$ cat src/rtl/ufb_uart_regs.vh
// constants of the fractional-baud serial port: control fields, line fields, status bits, counts
`ifndef UFB_UART_REGS_VH
`define UFB_UART_REGS_VH

// ==========================================================
// serial_control_reg fields
`define UFB_CTL_EN       0
`define UFB_CTL_EOT      4
`define UFB_CTL_HSE      5
`define UFB_CTL_TXE      8
`define UFB_CTL_RXE      9
`define UFB_CTL_RESET    16'h0300

// ==========================================================
// line_control_high fields
`define UFB_LCR_PEN      1
`define UFB_LCR_EPS      2
`define UFB_LCR_STP2     3
`define UFB_LCR_WLEN_HI  6
`define UFB_LCR_WLEN_LO  5
`define UFB_LINE_RESET   30'h0000_0000

// ==========================================================
// interrupt status bit positions
`define UFB_INT_RX       0
`define UFB_INT_TX       1
`define UFB_INT_RT       2
`define UFB_INT_FE       3
`define UFB_INT_PE       4
`define UFB_INT_BE       5
`define UFB_INT_OE       6

// ==========================================================
// receive entry status bits above the data byte
`define UFB_RXE_FE       8
`define UFB_RXE_PE       9
`define UFB_RXE_BE       10
`define UFB_RXE_OE       11

// ==========================================================
// counts
`define UFB_RT_BITS      6'h20
`define UFB_OS16_LAST    4'hf
`define UFB_OS16_HALF    4'h7
`define UFB_OS8_LAST     4'h7
`define UFB_OS8_HALF     4'h3
`define UFB_LVL_0        5'h02
`define UFB_LVL_1        5'h04
`define UFB_LVL_2        5'h08
`define UFB_LVL_3        5'h0c
`define UFB_LVL_4        5'h0e

`endif

$ cat src/rtl/ufb_fifo.v
// character FIFO with registered read data, used for both directions
`timescale 1ns/1ps
module ufb_fifo #(
	parameter W     = 12,
	parameter DEPTH = 16,
	parameter AW    = 4
) (
	input  wire          mclk,
	input  wire          rst_b,
	input  wire          wr,
	input  wire [W-1:0]  wdata,
	input  wire          rd,
	output reg  [W-1:0]  rdata,
	output reg  [AW:0]   count,
	output reg           full,
	output reg           empty
);
	reg  [W-1:0]  mem [0:DEPTH-1];
	reg  [AW-1:0] wp;
	reg  [AW-1:0] rp;
	wire          do_wr = wr & ~full;
	wire          do_rd = rd & ~empty;
	wire [AW:0]   next_count = count + {{AW{1'b0}}, do_wr} - {{AW{1'b0}}, do_rd};

	always @(posedge mclk) begin
		if (do_wr) begin
			mem[wp] <= wdata;
		end
	end

	always @(posedge mclk) begin
		if (!rst_b) begin
			wp    <= {AW{1'b0}};
			rp    <= {AW{1'b0}};
			count <= {(AW+1){1'b0}};
			full  <= 1'b0;
			empty <= 1'b1;
			rdata <= {W{1'b0}};
		end else begin
			if (do_wr) begin
				wp <= wp + 1'b1;
			end
			if (do_rd) begin
				rp    <= rp + 1'b1;
				rdata <= mem[rp];
			end
			count <= next_count;
			full  <= (next_count == DEPTH);
			empty <= (next_count == {(AW+1){1'b0}});
		end
	end
endmodule // ufb_fifo

$ cat src/rtl/ufb_baud.v
// fractional baud divider producing the oversampling reference enable
`timescale 1ns/1ps
module ufb_baud #(
	parameter IW = 16,
	parameter FW = 6
) (
	input  wire          mclk,
	input  wire          rst_b,
	input  wire [IW-1:0] ibrd,
	input  wire [FW-1:0] fbrd,
	output reg           tick
);
	reg  [IW:0]  cnt;
	reg  [FW-1:0] acc;
	// carry of the fraction stretches one period in 64ths of a cycle on average
	wire [FW:0]  sum = {1'b0, acc} + {1'b0, fbrd};

	always @(posedge mclk) begin
		if (!rst_b) begin
			cnt  <= {(IW+1){1'b0}};
			acc  <= {FW{1'b0}};
			tick <= 1'b0;
		end else begin
			tick <= 1'b0;
			if (ibrd == {IW{1'b0}}) begin
				cnt <= {(IW+1){1'b0}};
			end else if (cnt <= {{IW{1'b0}}, 1'b1}) begin
				tick <= 1'b1;
				acc  <= sum[FW-1:0];
				cnt  <= {1'b0, ibrd} + {{IW{1'b0}}, sum[FW]};
			end else begin
				cnt <= cnt - 1'b1;
			end
		end
	end
endmodule // ufb_baud

$ cat src/rtl/ufb_uart.v
// fractional-baud serial transmitter/receiver with FIFOs and interrupt status
// Operation
// - transmit and receive each have an enable; both come out of reset set
// - a character in flight is finished even when the module is disabled
// - baud divisor is 16-bit integer plus 6-bit fraction, 22 bits
// - reference runs at 16x baud, or 8x with high speed sampling set
// - divisors and line settings latch together only when line control is written
// - frame is start, data LSB first, optional parity, then stop bits
// - both FIFOs hold 16 characters; receive entries add four error bits
// - while enabled, characters leave the transmit FIFO back to back until empty
// - busy sets on nonempty transmit FIFO, clears after last stop bit
// - start bit is accepted only if still low at mid start bit
// - data bits are sampled one bit period apart after a valid start
// - parity checked if enabled, stop bit must be high, entry stored with errors
// - sources: overrun, break, parity, framing, timeout, transmit level or end of transmission
// - receive interrupt raised at the selected receive FIFO fill level
// - all sources ORed onto one line, each gated by its mask bit
// - raw status readable regardless of mask; masked status readable too
// - writing one to a clear bit clears that source; zero does nothing
// - timeout raised after 32 idle bit periods with data; cleared by empty or clear
`timescale 1ns/1ps
`include "ufb_uart_regs.vh"
module ufb_uart #(
	parameter DEPTH = 16,
	parameter AW    = 4
) (
	input  wire        mclk,
	input  wire        rst_b,
	input  wire        ctl_we,
	input  wire [15:0] ctl_wdata,
	input  wire        lcrh_we,
	input  wire [7:0]  lcrh_wdata,
	input  wire [15:0] baud_integer_divisor,
	input  wire [5:0]  baud_fraction_divisor,
	input  wire [2:0]  tx_fifo_level_select,
	input  wire [2:0]  rx_fifo_level_select,
	input  wire [6:0]  interrupt_mask_reg,
	input  wire        int_clear_we,
	input  wire [6:0]  interrupt_clear_reg,
	input  wire        tx_wr,
	input  wire [7:0]  tx_wdata,
	input  wire        rx_rd,
	input  wire        serial_receive_line,
	output reg         serial_transmit_line,
	output wire        tx_full,
	output wire        tx_empty,
	output wire        rx_full,
	output wire        rx_empty,
	output wire [11:0] rx_rdata,
	output reg         busy,
	output reg  [15:0] serial_control_reg,
	output reg  [6:0]  raw_status_reg,
	output reg  [6:0]  masked_status_reg,
	output reg         irq
);
	// ==========================================================
	// state codes
	localparam [5:0] T_IDLE  = 6'h01;
	localparam [5:0] T_LOAD  = 6'h02;
	localparam [5:0] T_START = 6'h04;
	localparam [5:0] T_DATA  = 6'h08;
	localparam [5:0] T_PAR   = 6'h10;
	localparam [5:0] T_STOP  = 6'h20;
	localparam [4:0] R_IDLE  = 5'h01;
	localparam [4:0] R_START = 5'h02;
	localparam [4:0] R_DATA  = 5'h04;
	localparam [4:0] R_PAR   = 5'h08;
	localparam [4:0] R_STOP  = 5'h10;

	// ==========================================================
	// declarations
	reg  [29:0]   line_cfg;
	reg  [5:0]    tx_st;
	reg  [3:0]    tx_sub;
	reg  [2:0]    tx_bit;
	reg  [7:0]    tx_sh;
	reg           tx_par;
	reg           tx_stop2;
	reg           tx_rd;
	reg           tx_done;
	reg  [4:0]    rx_st;
	reg  [3:0]    rx_sub;
	reg  [2:0]    rx_bit;
	reg  [7:0]    rx_sh;
	reg           rx_pbit;
	reg           rx_perr;
	reg           rx_prev;
	reg           rx_wr;
	reg  [11:0]   rx_wdata;
	reg           oe_pend;
	reg  [3:0]    rt_sub;
	reg  [5:0]    rt_cnt;
	reg  [3:0]    ev_err;
	reg           ev_rt;
	reg  [1:0]    ev_lvl;
	reg           tx_lvl_d;
	reg           rx_lvl_d;
	reg  [6:0]    next_raw;
	wire          tick;
	wire [7:0]    tx_q;
	wire [AW:0]   tx_cnt;
	wire [AW:0]   rx_cnt;
	wire [15:0]   cfg_ibrd = line_cfg[29:14];
	wire [5:0]    cfg_fbrd = line_cfg[13:8];
	wire          pen      = line_cfg[`UFB_LCR_PEN];
	wire          eps      = line_cfg[`UFB_LCR_EPS];
	wire          stp2     = line_cfg[`UFB_LCR_STP2];
	wire [1:0]    wlen     = line_cfg[`UFB_LCR_WLEN_HI:`UFB_LCR_WLEN_LO];
	wire          high_speed_sampling      = serial_control_reg[`UFB_CTL_HSE];
	wire          end_of_transmission_mode      = serial_control_reg[`UFB_CTL_EOT];
	wire          tx_ok    = serial_control_reg[`UFB_CTL_EN] & serial_control_reg[`UFB_CTL_TXE];
	wire          rx_ok    = serial_control_reg[`UFB_CTL_EN] & serial_control_reg[`UFB_CTL_RXE];
	wire [3:0]    os_last  = high_speed_sampling ? `UFB_OS8_LAST : `UFB_OS16_LAST;
	wire [3:0]    os_half  = high_speed_sampling ? `UFB_OS8_HALF : `UFB_OS16_HALF;
	wire [2:0]    wl_last  = 3'h4 + {1'b0, wlen};
	wire [7:0]    wmask    = 8'hff >> (2'h3 - wlen);
	wire          tx_bend  = tick && (tx_sub == os_last);
	wire          rx_samp  = tick && (rx_sub == os_last);
	wire          rxd      = serial_receive_line;
	wire          tx_lvl   = ({1'b0, tx_cnt} <= {1'b0, ufb_level(tx_fifo_level_select)});
	wire          rx_lvl   = ({1'b0, rx_cnt} >= {1'b0, ufb_level(rx_fifo_level_select)});
	wire [6:0]    clr      = int_clear_we ? interrupt_clear_reg : 7'h00;
	// each event group has its own driver process
	wire [6:0]    ev       = {ev_err, ev_rt, ev_lvl};

	// fill level in characters for a level select code
	function [4:0] ufb_level;
		input [2:0] sel;
		begin
			case (sel)
				3'h0:    ufb_level = `UFB_LVL_0;
				3'h1:    ufb_level = `UFB_LVL_1;
				3'h2:    ufb_level = `UFB_LVL_2;
				3'h3:    ufb_level = `UFB_LVL_3;
				default: ufb_level = `UFB_LVL_4;
			endcase
		end
	endfunction

	// ==========================================================
	// control and latched line configuration
	always @(posedge mclk) begin
		if (!rst_b) begin
			serial_control_reg <= `UFB_CTL_RESET;
			line_cfg           <= `UFB_LINE_RESET;
		end else begin
			if (ctl_we) begin
				serial_control_reg <= ctl_wdata;
			end
			// divisor inputs are only sampled here, so a divisor change waits for this write
			if (lcrh_we) begin
				line_cfg <= {baud_integer_divisor, baud_fraction_divisor, lcrh_wdata};
			end
		end
	end

	// ==========================================================
	// submodules
	ufb_baud #(
		.IW (16),
		.FW (6)
	) u_baud (
		.mclk  (mclk),
		.rst_b (rst_b),
		.ibrd  (cfg_ibrd),
		.fbrd  (cfg_fbrd),
		.tick  (tick)
	);

	ufb_fifo #(
		.W     (8),
		.DEPTH (DEPTH),
		.AW    (AW)
	) u_txf (
		.mclk  (mclk),
		.rst_b (rst_b),
		.wr    (tx_wr),
		.wdata (tx_wdata),
		.rd    (tx_rd),
		.rdata (tx_q),
		.count (tx_cnt),
		.full  (tx_full),
		.empty (tx_empty)
	);

	ufb_fifo #(
		.W     (12),
		.DEPTH (DEPTH),
		.AW    (AW)
	) u_rxf (
		.mclk  (mclk),
		.rst_b (rst_b),
		.wr    (rx_wr),
		.wdata (rx_wdata),
		.rd    (rx_rd),
		.rdata (rx_rdata),
		.count (rx_cnt),
		.full  (rx_full),
		.empty (rx_empty)
	);

	// ==========================================================
	// transmitter
	always @(posedge mclk) begin
		if (!rst_b) begin
			tx_st                <= T_IDLE;
			tx_sub               <= 4'h0;
			tx_bit               <= 3'h0;
			tx_sh                <= 8'h00;
			tx_par               <= 1'b0;
			tx_stop2             <= 1'b0;
			tx_rd                <= 1'b0;
			tx_done              <= 1'b0;
			serial_transmit_line <= 1'b1;
		end else begin
			tx_rd   <= 1'b0;
			tx_done <= 1'b0;
			if (tick && !tx_bend) begin
				tx_sub <= tx_sub + 1'b1;
			end
			case (tx_st)
				T_IDLE: begin
					serial_transmit_line <= 1'b1;
					if (tx_ok && !tx_empty) begin
						tx_rd <= 1'b1;
						tx_st <= T_LOAD;
					end
				end
				T_LOAD: begin
					// read data is registered, so wait one cycle after the pop
					if (!tx_rd) begin
						tx_sh                <= tx_q & wmask;
						tx_par               <= (^(tx_q & wmask)) ^ ~eps;
						tx_sub               <= 4'h0;
						serial_transmit_line <= 1'b0;
						tx_st                <= T_START;
					end
				end
				T_START: begin
					if (tx_bend) begin
						tx_sub               <= 4'h0;
						tx_bit               <= 3'h0;
						serial_transmit_line <= tx_sh[0];
						tx_sh                <= {1'b0, tx_sh[7:1]};
						tx_st                <= T_DATA;
					end
				end
				T_DATA: begin
					if (tx_bend) begin
						tx_sub <= 4'h0;
						if (tx_bit == wl_last) begin
							if (pen) begin
								serial_transmit_line <= tx_par;
								tx_st                <= T_PAR;
							end else begin
								serial_transmit_line <= 1'b1;
								tx_stop2             <= stp2;
								tx_st                <= T_STOP;
							end
						end else begin
							tx_bit               <= tx_bit + 1'b1;
							serial_transmit_line <= tx_sh[0];
							tx_sh                <= {1'b0, tx_sh[7:1]};
						end
					end
				end
				T_PAR: begin
					if (tx_bend) begin
						tx_sub               <= 4'h0;
						serial_transmit_line <= 1'b1;
						tx_stop2             <= stp2;
						tx_st                <= T_STOP;
					end
				end
				T_STOP: begin
					// the enables are not looked at here: a started frame always completes
					if (tx_bend) begin
						tx_sub <= 4'h0;
						if (tx_stop2) begin
							tx_stop2 <= 1'b0;
						end else begin
							tx_done <= 1'b1;
							tx_st   <= T_IDLE;
						end
					end
				end
				default: begin
					tx_st <= T_IDLE;
				end
			endcase
		end
	end

	always @(posedge mclk) begin
		if (!rst_b) begin
			busy <= 1'b0;
		end else begin
			busy <= (tx_wr & ~tx_full) | ~tx_empty | (tx_st != T_IDLE);
		end
	end

	// ==========================================================
	// receiver
	always @(posedge mclk) begin
		if (!rst_b) begin
			rx_st    <= R_IDLE;
			rx_sub   <= 4'h0;
			rx_bit   <= 3'h0;
			rx_sh    <= 8'h00;
			rx_pbit  <= 1'b0;
			rx_perr  <= 1'b0;
			rx_prev  <= 1'b1;
			rx_wr    <= 1'b0;
			rx_wdata <= 12'h000;
			oe_pend  <= 1'b0;
			ev_err   <= 4'h0;
		end else begin
			rx_prev <= rxd;
			rx_wr   <= 1'b0;
			ev_err  <= 4'h0;
			if (tick && !rx_samp) begin
				rx_sub <= rx_sub + 1'b1;
			end
			case (rx_st)
				R_IDLE: begin
					if (rx_ok && rx_prev && !rxd) begin
						rx_sub  <= 4'h0;
						rx_sh   <= 8'h00;
						rx_pbit <= 1'b0;
						rx_perr <= 1'b0;
						rx_st   <= R_START;
					end
				end
				R_START: begin
					if (tick && rx_sub == os_half) begin
						rx_sub <= 4'h0;
						rx_bit <= 3'h0;
						// a glitch shorter than half a bit is dropped here
						rx_st  <= rxd ? R_IDLE : R_DATA;
					end
				end
				R_DATA: begin
					if (rx_samp) begin
						rx_sub        <= 4'h0;
						rx_sh[rx_bit] <= rxd;
						if (rx_bit == wl_last) begin
							rx_st <= pen ? R_PAR : R_STOP;
						end else begin
							rx_bit <= rx_bit + 1'b1;
						end
					end
				end
				R_PAR: begin
					if (rx_samp) begin
						rx_sub  <= 4'h0;
						rx_pbit <= rxd;
						rx_perr <= rxd ^ (^rx_sh) ^ ~eps;
						rx_st   <= R_STOP;
					end
				end
				R_STOP: begin
					if (rx_samp) begin
						rx_sub              <= 4'h0;
						rx_st               <= R_IDLE;
						ev_err[`UFB_INT_FE - 3] <= ~rxd;
						ev_err[`UFB_INT_PE - 3] <= rx_perr;
						ev_err[`UFB_INT_BE - 3] <= ~rxd & (rx_sh == 8'h00) & ~rx_pbit;
						if (rx_full) begin
							oe_pend                 <= 1'b1;
							ev_err[`UFB_INT_OE - 3] <= 1'b1;
						end else begin
							rx_wr    <= 1'b1;
							oe_pend  <= 1'b0;
							rx_wdata <= {oe_pend, ~rxd & (rx_sh == 8'h00) & ~rx_pbit, rx_perr, ~rxd, rx_sh};
						end
					end
				end
				default: begin
					rx_st <= R_IDLE;
				end
			endcase
		end
	end

	// ==========================================================
	// receive timeout, counted in whole bit periods of reference ticks
	always @(posedge mclk) begin
		if (!rst_b) begin
			rt_sub          <= 4'h0;
			rt_cnt          <= 6'h00;
			ev_rt           <= 1'b0;
		end else begin
			ev_rt           <= 1'b0;
			if (rx_empty || rx_wr || rx_rd) begin
				rt_sub <= 4'h0;
				rt_cnt <= 6'h00;
			end else if (tick && rt_cnt != `UFB_RT_BITS) begin
				if (rt_sub == os_last) begin
					rt_sub <= 4'h0;
					rt_cnt <= rt_cnt + 1'b1;
					if (rt_cnt == `UFB_RT_BITS - 6'h01) begin
						ev_rt <= 1'b1;
					end
				end else begin
					rt_sub <= rt_sub + 1'b1;
				end
			end
		end
	end

	// ==========================================================
	// level and end-of-transmission events
	always @(posedge mclk) begin
		if (!rst_b) begin
			// an empty transmit FIFO is at level already: no false edge after reset
			tx_lvl_d            <= 1'b1;
			rx_lvl_d            <= 1'b0;
			ev_lvl[`UFB_INT_RX] <= 1'b0;
			ev_lvl[`UFB_INT_TX] <= 1'b0;
		end else begin
			tx_lvl_d            <= tx_lvl;
			rx_lvl_d            <= rx_lvl;
			ev_lvl[`UFB_INT_RX] <= rx_lvl & ~rx_lvl_d;
			if (end_of_transmission_mode) begin
				ev_lvl[`UFB_INT_TX] <= tx_done & tx_empty;
			end else begin
				ev_lvl[`UFB_INT_TX] <= tx_lvl & ~tx_lvl_d;
			end
		end
	end

	// ==========================================================
	// interrupt status; a new event outranks a clear in the same cycle
	always @* begin
		next_raw = (raw_status_reg & ~clr) | ev;
		if (rx_empty && !ev[`UFB_INT_RT]) begin
			next_raw[`UFB_INT_RT] = 1'b0;
		end
	end

	always @(posedge mclk) begin
		if (!rst_b) begin
			raw_status_reg    <= 7'h00;
			masked_status_reg <= 7'h00;
			irq               <= 1'b0;
		end else begin
			raw_status_reg    <= next_raw;
			masked_status_reg <= next_raw & interrupt_mask_reg;
			irq               <= |(next_raw & interrupt_mask_reg);
		end
	end
endmodule // ufb_uart

$ cat config.mk
export PLATFORM = sky130hd
export DESIGN_NAME = ufb_uart
export DESIGN_NICKNAME = d
export VERILOG_FILES = /design/src/rtl/ufb_fifo.v /design/src/rtl/ufb_baud.v /design/src/rtl/ufb_uart.v
export VERILOG_INCLUDE_DIRS = /design/src /design/src/rtl
export SDC_FILE = /design/constraint.sdc
export NUM_CORES = 1
export LEC_CHECK = 0
export BUFFER_PORTS_ARGS = -buffer_cell sky130_fd_sc_hd__buf_2
export CORE_AREA = 5 5 194 196
export CTS_BUF_LIST = sky130_fd_sc_hd__clkbuf_2 sky130_fd_sc_hd__clkbuf_4 sky130_fd_sc_hd__clkbuf_8
export DETAILED_ROUTE_END_ITERATION = 16
export DIE_AREA = 0 0 199 201
export PLACE_DENSITY = 0.82
export SYNTH_ARGS = -nofsm -noshare
export SYNTH_HDL_FRONTEND = slang
export SYNTH_SLANG_ARGS = --single-unit
$ cat constraint.sdc
create_clock -name mclk -period 3.7 [get_ports mclk]
set_clock_uncertainty 0.2 [all_clocks]
set_input_delay 0.74 -clock mclk [delete_from_list [all_inputs] [get_ports mclk]]
set_output_delay 0.74 -clock mclk [all_outputs]
set_load 0.02 [all_outputs]
After elaboration in Yosys (flattened, before gate mapping)
Memory sizes are Yosys's and may differ from the RTL's. A register that Yosys moved wholly into a read port is not among the register bits.
Cells that the tools add are included.
{ "totals": {"ff_bits": 198, "ramBits": 320, "input_bits": 82, "out_inout_bits": 49, "memories": 2} }
{ "mem_list": {"columns": ["name", "words", "width", "rd", "rd_clocked_by_memory_dff", "write_ports", "line", "source"], "rows": [
  ["u_rxf.mem", 16, 12, 1, 1, 1, "ufb_fifo.v:18", "reg [W-1:0] mem [0:DEPTH-1];"],
  ["u_txf.mem", 16, 8, 1, 1, 1, "ufb_fifo.v:18", null]
]} }
{ "op_classes": {"addsub": 19, "order_cmp": 5, "eq_ne": 45, "n_shift": 1, "muxes": 84, "bitwise": 35, "reduce_logical": 58} }
{ "op_table": {"columns": ["operator", "n"], "rows": [
  ["$mux 6", 9],
  ["$mux 8", 6],
  ["$mux 4", 9],
  ["$pmux 6 s6", 1],
  ["$mux 5", 7],
  ["$ne 2x2->1 const B", 17],
  ["$pmux 4 s4", 2],
  ["$add 4x1->4 const B", 7],
  ["$mux 1", 27],
  ["$pmux 5 s5", 1],
  ["$mux 3", 8],
  ["$pmux 8 s3", 1],
  ["$add 16x1->17", 1],
  ["$le 17x1->1 const B", 1],
  ["$mux 17", 1],
  ["$sub 17x1->17 const B", 1],
  ["$logic_not 16->1", 1],
  ["$pmux 8 s2", 1],
  ["$reduce_xor 8->1", 2],
  ["$eq 5x5->1 const B", 3],
  ["$reduce_and 3->1", 5],
  ["$and 7x7->7", 2],
  ["$not 1->1", 14],
  ["$eq 3x2->1 const B", 4],
  ["61 further kinds", 116]
]} }

Logic depth before layout (Yosys ltp)
Gate-level depths: netlist of run 1.
{ "depth": {"word_depth": 8, "mapped_depth": 13, "depth_no_buf": 13} }

Cells and area by module
Synthesis of run 1 repeated with hierarchy kept, for this count alone.
{ "unflattened": {"hier_cells": 1708, "area_unflattened_um2": 22686.8} }
{ "by_module_without_submodules": {"columns": ["module", "n_inst", "cells_each", "area_per_inst_um2", "seq_area_each_um2"], "rows": [
  ["ufb_fifo (u_rxf)", 1, 454, 8563.2, 6306.0],
  ["ufb_uart", 1, 702, 6393.6, 2822.7],
  ["ufb_fifo (u_txf)", 1, 351, 6053.3, 4304.1],
  ["ufb_baud", 1, 201, 1676.6, 480.5]
]} }

Worst setup path after synthesis of run 1
OpenSTA, ideal clock, no wires.
{ "synth_timing": {"kind": "input -> register", "startpoint": "in rx_rd", "endpoint": "reg u_rxf.empty", "arrival_time_ps": 3007, "t_required_ps": 3430, "slack_ps": 424, "path_stages": 9, "path_buffers": 2, "cell_sequence": "nor2b_1 clkbuf_1 clkbuf_1 ha_1 inv_1 ha_1 fa_1 or4_1 a21oi_1"} }
{ "synth_between": {"elab_chain_len": 3} }
{ "synth_rtl": {"columns": ["element", "line", "source"], "rows": [
  ["start: declaration", "ufb_uart.v:42", "input wire rx_rd,"],
  ["$and 1x1->1", "ufb_fifo.v:22", "wire do_rd = rd & ~empty;"],
  ["net u_rxf.do_rd", "ufb_fifo.v:22", null],
  ["$sub 5x1->5", "ufb_fifo.v:23", "wire [AW:0] next_count = count + {{AW{1'b0}}, do_wr} - {{AW{1'b0}}, do_rd};"],
  ["net u_rxf.next_count[1]", "ufb_fifo.v:23", null],
  ["$logic_not 5->1", "ufb_fifo.v:49", "empty <= (next_count == {(AW+1){1'b0}});"],
  ["end signal: assignment", "ufb_fifo.v:49", null],
  ["end: declaration", "ufb_fifo.v:16", "output reg empty"]
]} }
The timed path passes the listed nets, and every way through them passes these cells.
A chain may end at the register's enable or synchronous reset.

Worst setup path in the final report of run 1
{ "layout_timing": {"startpoint": "reg line_cfg[8]", "endpoint": "reg u_baud.cnt[10]"} }
{ "layout_between": {"elab_chain_len": 3} }
{ "layout_rtl": {"columns": ["element", "line", "source"], "rows": [
  ["start: declaration", "ufb_uart.v:72", "reg [29:0] line_cfg;"],
  ["start signal: assignment", "ufb_uart.v:145", "line_cfg <= `UFB_LINE_RESET;"],
  ["start signal: assignment", "ufb_uart.v:152", "line_cfg <= {baud_integer_divisor, baud_fraction_divisor, lcrh_wdata};"],
  ["$add 6x6->7", "ufb_baud.v:16", "wire [FW:0] sum = {1'b0, acc} + {1'b0, fbrd};"],
  ["$add 16x1->17", "ufb_baud.v:30", "cnt <= {1'b0, ibrd} + {{IW{1'b0}}, sum[FW]};"],
  ["$mux 17", "ufb_baud.v:27", "end else if (cnt <= {{IW{1'b0}}, 1'b1}) begin"],
  ["end signal: assignment", "ufb_baud.v:26", "cnt <= {(IW+1){1'b0}};"],
  ["end signal: assignment", "ufb_baud.v:30", null],
  ["end signal: assignment", "ufb_baud.v:32", "cnt <= cnt - 1'b1;"],
  ["end: declaration", "ufb_baud.v:13", "reg [IW:0] cnt;"]
]} }
No other way between the ends.

==> results of run 1 <==
-- power by group --
group | switching, mW | internal, mW
logic | 1.36 | 1.22
clock network | 2.18 | 2.73
registers | 0.356 | 6.61
total | 3.90 | 10.6
-- path summary, 6_finish.rpt --
| kind | startpoint | end | slack [ns] | depth (start not counted) |
|---|---|---|---|---|
| setup / recovery | line_cfg[8] | u_baud.cnt[10] | 0.54 | 13 |
| hold / removal | ctl_wdata[9] | serial_control_reg[9] | 0.12 | 3 |
| setup reg to reg | line_cfg[8] | u_baud.cnt[10] | 0.54 | 13 |
| hold reg to reg | rx_lvl_d | ev_lvl[0] | 0.18 | 1 |
-- cell families after synthesis --
kind of cell | Yosys count | share of synthesized area
flops | 535 | 0.627
simple gates | 465 | 0.101
compound gates | 240 | 0.0737
mux | 141 | 0.109
buf+inv | 137 | 0.0246
xor+xnor | 91 | 0.0359
fa+ha+maj | 51 | 0.0298
-- synth_stat cells (3+ instances only) --
cell type and number:
nor3b_1 8, or4_1 5, and3b_1 4, nand4_1 16
ha_1 48, nand3_1 20, fa_1 3, o21ai_0 36
xnor2_1 56, clkbuf_1 66, or2_2 4, and2_1 14
edfxtp_1 320, xor2_1 35, and3_1 6, or3_1 4
a221oi_1 20, nand2_1 107, buf_1 10, o21bai_1 3
buf_2 9, inv_1 48, nor4b_1 3, nand2b_1 14
o22ai_1 28, nor3_1 35, o211ai_1 13, a22o_1 20
a21oi_1 51, o31ai_1 4, a31oi_1 8, mux2i_1 59
a21o_1 8, nor4_1 14, nor2_1 179, nor2b_1 14
mux4_2 80, a211oi_1 19, dfxtp_1 215, a311oi_1 6
-- cell type report --
type	count	area, sq um
multi-input cells	988	7740
clock inverters	21	160
clock buffers	121	1500
fillers	2439	10900
flip-flops and latches	535	13900
well taps	468	586
inverters	49	186
repair buffers	168	956
-- stage by stage --
step / instance area [sq um] / std cells / setup slack [ns] / total power, mW
finish: 25000 / 2350 / 0.543 / 14.5
global route: 25000 / 2350 / 0.327 / 15.2
CTS: 25000 / 2350 / 0.522 / 14.6
detailed placement: 23400 / 2208 / 0.537 / 9.65
global placement: 23400 / 2208 / 0.628 / 9.53
floorplan: 22200 / 1660 / 0.424 / 9.02
-- worst reg2reg max path, cell delays in order (launching register included) --
cell      delay (ns)
dfxtp_1         0.31
ha_1            0.23
fa_1            0.41
a21o_1          0.18
a21oi_1         0.21
o21ai_0         0.11
a21o_1          0.21
ha_1            0.19
ha_1            0.20
nand3_1         0.19
nor2_1          0.10
and4_1          0.22
xnor2_1         0.12
a211oi_1        0.21
-- metal layers --
| layer | vias to the layer above | part of all wire | track usage |
|---|---|---|---|
| met5 | - | 0 | 0 |
| met4 | 0 | 0.019 | 0.0598 |
| met3 | 71 | 0.061 | 0.0463 |
| met2 | 465 | 0.51 | 0.399 |
| met1 | 6901 | 0.41 | 0.308 |
| li1 | 6551 | - | - |
==> impl_metrics.toml, run 1 <==
[final_layout]
post_route_cells_drive_above_1_share = 0.215
mostFrequentLayoutCells = "edfxtp_1 (320), dfxtp_1 (212), nor2_1 (179)"
layout.cells.most_common = "edfxtp_1"
post-route-util = 0.697
biggest_register = "u_rxf.mem"
antenna-diode-count = 0
biggestRegsByFlops = "u_rxf.mem: 192 flops, u_txf.mem: 128 flops, line_cfg: 27 flops"
largest_register_ff_count = 192
areaGrowthSynthToFinish_pct = 12.8
num-nets-final = 1958

[synthesis]
yosys.cell_types.count = 77
ys_async_sr_fraction = 0
synth_enable_flop_cells = 320
synth.yosys.warnings = 0
post_synthesis_instance_area_sq_um = 22200
synthDominantCellAreaShare = 0.433
ys_seq_elements = 535
syn-mean-instance-area_sq_um = 13.4
ys_seq_area_frac = 0.627
ys.flop_type = "edfxtp_1"
netlist_instances = 1660
yosysTopAreaCell = "edfxtp_1"
netlist_top_cells_area = "edfxtp_1 (43%), dfxtp_1 (19%), mux4_2 (8.1%)"
syn_nets = 1793

[critical_path]
maximum_fanout_count_along_the_critical_path = 4
worst-path-buf-inv = 0
cp_arrival_ns = 3.50
type_of_element_capturing_the_critical_path = "flip-flop"
crit_family = "adder cells"
timing.critical_path.from_type = "flip-flop"
critical_path.slowest_cell = "fa_1"
critical-path-max-stage-delay_ns = 0.41
critPathKind = "reg -> reg"
cp_common_cell = "ha_1"
worstPathCellList = "ha_1, fa_1, a21o_1, a21oi_1, o21ai_0, a21o_1, ha_1, ha_1, nand3_1, nor2_1, and4_1, xnor2_1, a211oi_1"
critical_path_required_ns = 4.04

[clocking]
cts.clk_slew.worst_paths_ns = 0.06
cts.hold.buffers_added = 0
cts_tree = "done"
clockRootBuffer = "clkbuf_8"
cts.path.max_buffers = 3
cts_sinks = 535
cts.repair_timing.setup_buffer_count = 0
h-tree-depth = 3
cts_inserted_buffers = 83
clkLatencyLatePin_ns = 0.63
cts-resized-gates = 0

[grt]
gr-total-overflow = 0
grt_pass1_vias = 14228
grtUsageTotal = 0.233
grt_pass1_wl_um = 74400
pin_count_of_the_biggest_net_entering_global_routing = 46
grt_antenna_before_repair = 0

[power]
vdd.ir_drop.worst_mv = 0.450
leakage_nw = 9.07
power_density_nw_per_um2 = 577

[route]
detail_route.first_pass.iterations = 8
totalWireLength_um = 46100
detail_route.drc_violations = 0
dr.first_iter.drc_count = 964
vias = 13988
wire_per_inst_um = 19.6
drt-vias-per-instance = 5.95
drt.antenna.violating_nets = 0

[sta]
hold-worst-slack_ns = 0.119
timing_max_transition_violations_final = 0
setup_violation_total_in_the_final_timing_report = 0
rsz_0062_raised_after_global_routing = "no"
slew_headroom = 0.294
timing.final.crit_share = 0.853
max_clock_freq_ghz = 0.317
tightest_slew_ns = 1.06
setup_total_negative_slack_ns = 0
number_of_hold_violations_in_the_final_report = 0
post-route-min-period_ns = 3.16

[floorplanning]
io-pin-count = 131
number_of_cell_rows = 70
die_w_um = 199
overall_die_height_um = 201
core_region_area_sq_um = 35900
die_area_sq_um = 40000
floorplan.initialDensity = 0.618

[place]
dpl.hpwl_um = 30700
port_buffers = 127
gp_routability_congestion = 0.864

[hold_path]
hold_path_class = "in -> reg"

[outcome]
outcome = "completed"

[run]
drv.max_cap_violation_count = 0
(Power assumes the default switching activity.)
==> run 2, diff against run 1 <==
PLACE_DENSITY = unset   (was 0.82)
PLACE_DENSITY_LB_ADDON = 0.2   (was unset)
==> impl_metrics.toml, run 2 (synthesized netlist as in run 1, its figures left out) <==
[final_layout]
largest_register_ff_count = 192
final-seq-area_sq_um = 13900
post-route-util = 0.697
areaGrowthSynthToFinish_pct = 12.7
biggest_register = "u_rxf.mem"
fillCellCount = 2480
multi_input_comb_area_sq_um = 7740
post_route_cells_drive_above_1_share = 0.212
mostFrequentLayoutCells = "edfxtp_1 (320), dfxtp_1 (212), nor2_1 (179)"
finalNonFillerCells = 2352
antenna-diode-count = 0
num-nets-final = 1956
layout.cells.most_common = "edfxtp_1"
biggestRegsByFlops = "u_rxf.mem: 192 flops, u_txf.mem: 128 flops, line_cfg: 27 flops"

[power]
clockPowerShare = 0.335
vdd.ir_drop.worst_mv = 0.454
switching_share = 0.270
power_density_nw_per_um2 = 573
power.internal_mw = 10.5
leakage_nw = 9.03
total_power_mw = 14.3
power.sequential.fraction = 0.488
power.net_switching_mw = 3.87
power.combinational.fraction = 0.177

[floorplanning]
die_w_um = 199
core_region_area_sq_um = 35900
overall_die_height_um = 201
die_area_sq_um = 40000
io-pin-count = 131
floorplan.initialDensity = 0.618
number_of_cell_rows = 70

[place]
gp_routability_congestion = 0.830
dp_cells = 2206
dpl.hpwl_um = 29600
port_buffers = 127

[sta]
setup_violation_total_in_the_final_timing_report = 0
max_clock_freq_ghz = 0.317
timing_max_transition_violations_final = 0
timing.final.crit_share = 0.852
rsz_0062_raised_after_global_routing = "no"
slew_headroom = 0.238
tightest_slew_ns = 1.14
setup_total_negative_slack_ns = 0
number_of_hold_violations_in_the_final_report = 0
post-route-min-period_ns = 3.15

[hold_path]
hold_path_class = "in -> reg"
hold_start = "ctl_wdata[9]"
worst_hold_path.endpoint = "serial_control_reg[9]"
whs_path_depth = 3

[route]
detail_route.drc_violations = 0
dr.first_iter.drc_count = 881
drt.antenna.violating_nets = 0
detail_route.first_pass.iterations = 6
vias = 13868
wire_per_inst_um = 19.2
totalWireLength_um = 45200
drt-vias-per-instance = 5.90

[critical_path]
maximum_fanout_count_along_the_critical_path = 4
timing.rr.end = "u_baud.cnt[16]"
rr_worst_depth = 13
timing.rr.start = "line_cfg[8]"
critPathKind = "reg -> reg"
type_of_element_capturing_the_critical_path = "flip-flop"
critical_path_required_ns = 3.96
cp_arrival_ns = 3.41
timing.critical_path.from_type = "flip-flop"
regToRegSetupSlack_ns = 0.55

[grt]
globalRouteMet2Util = 0.377
grt_antenna_before_repair = 0
grtUsageTotal = 0.227
gr-total-overflow = 0
grt_pass1_wl_um = 72400
grt_pass1_vias = 13882
grt_util_met1 = 0.306
pin_count_of_the_biggest_net_entering_global_routing = 118
gr-usage-met3 = 0.0381
gr-max-usage-layer = "met2"

[clocking]
cts.repair_timing.setup_buffer_count = 0
cts_sinks = 535
clkLatencyLatePin_ns = 0.63
cts.clk_slew.worst_paths_ns = 0.06
cts-resized-gates = 0
cts.path.max_buffers = 3
cts_tree = "done"
h-tree-depth = 3
clockRootBuffer = "clkbuf_8"
cts.hold.buffers_added = 0
cts_inserted_buffers = 83

[run]
drv.max_cap_violation_count = 0

[outcome]
outcome = "completed"
## run 2: final cells by class
type / count / share of cell area
Clock inverter: 26 / 0.00605
Timing Repair Buffer: 166 / 0.0381
Sequential cell: 535 / 0.556
Inverter: 49 / 0.00745
Tap cell: 468 / 0.0234
Multi-Input combinational cell: 988 / 0.309
Clock buffer: 120 / 0.0590
## run 2: worst max path at each step
| stage | from | end | slack (ns) |
|---|---|---|---|
| after floorplan | rx_rd | u_rxf.empty | 0.42 |
| after global placement | line_cfg[8] | u_baud.cnt[10] | 0.59 |
| after detailed placement | line_cfg[8] | u_baud.cnt[10] | 0.53 |
| after CTS | line_cfg[8] | u_baud.cnt[10] | 0.52 |
| after global routing | line_cfg[8] | u_baud.cnt[16] | 0.36 |
| final | line_cfg[8] | u_baud.cnt[16] | 0.55 |
## run 2: worst max-delay path, cell delays in order, from the launching register on
cell	delay, ns
dfxtp_1	0.32
ha_1	0.23
fa_1	0.41
a21o_1	0.18
a21oi_1	0.21
o21ai_0	0.11
a21o_1	0.22
ha_1	0.18
ha_1	0.20
nand3_1	0.17
nor2_1	0.09
and3_1	0.22
a31oi_1	0.18
a211oi_1	0.07
## run 2: layer usage
metal / vias up / share of wire
met5: - / 0
met1: 6803 / 0.42
met2: 443 / 0.50
li1: 6539 / -
met3: 83 / 0.061
met4: 0 / 0.026
## run 2: metrics by stage
| step | hold slack, ns | cell area (sq um) | setup WS (ns) |
|---|---|---|---|
| after floorplan | 0.167 | 22200 | 0.424 |
| after global placement | 0.174 | 23400 | 0.592 |
| after detailed placement | 0.177 | 23400 | 0.529 |
| after CTS | 0.0885 | 25000 | 0.516 |
| after global routing | 0.122 | 25000 | 0.359 |
| final | 0.138 | 25000 | 0.548 |
## run 2: power by group through the flow
stage | clock network, mW | logic (mW) | registers (mW)
6_report | 4.81 | 2.54 | 6.99
5_1_grt | 5.20 | 2.80 | 7.05
4_1_cts | 4.93 | 2.55 | 6.99
3_5_place_dp | 0 | 2.53 | 7.11
3_3_place_gp | 0 | 2.46 | 7.09
2_1_floorplan | 0 | 2.01 | 7.00
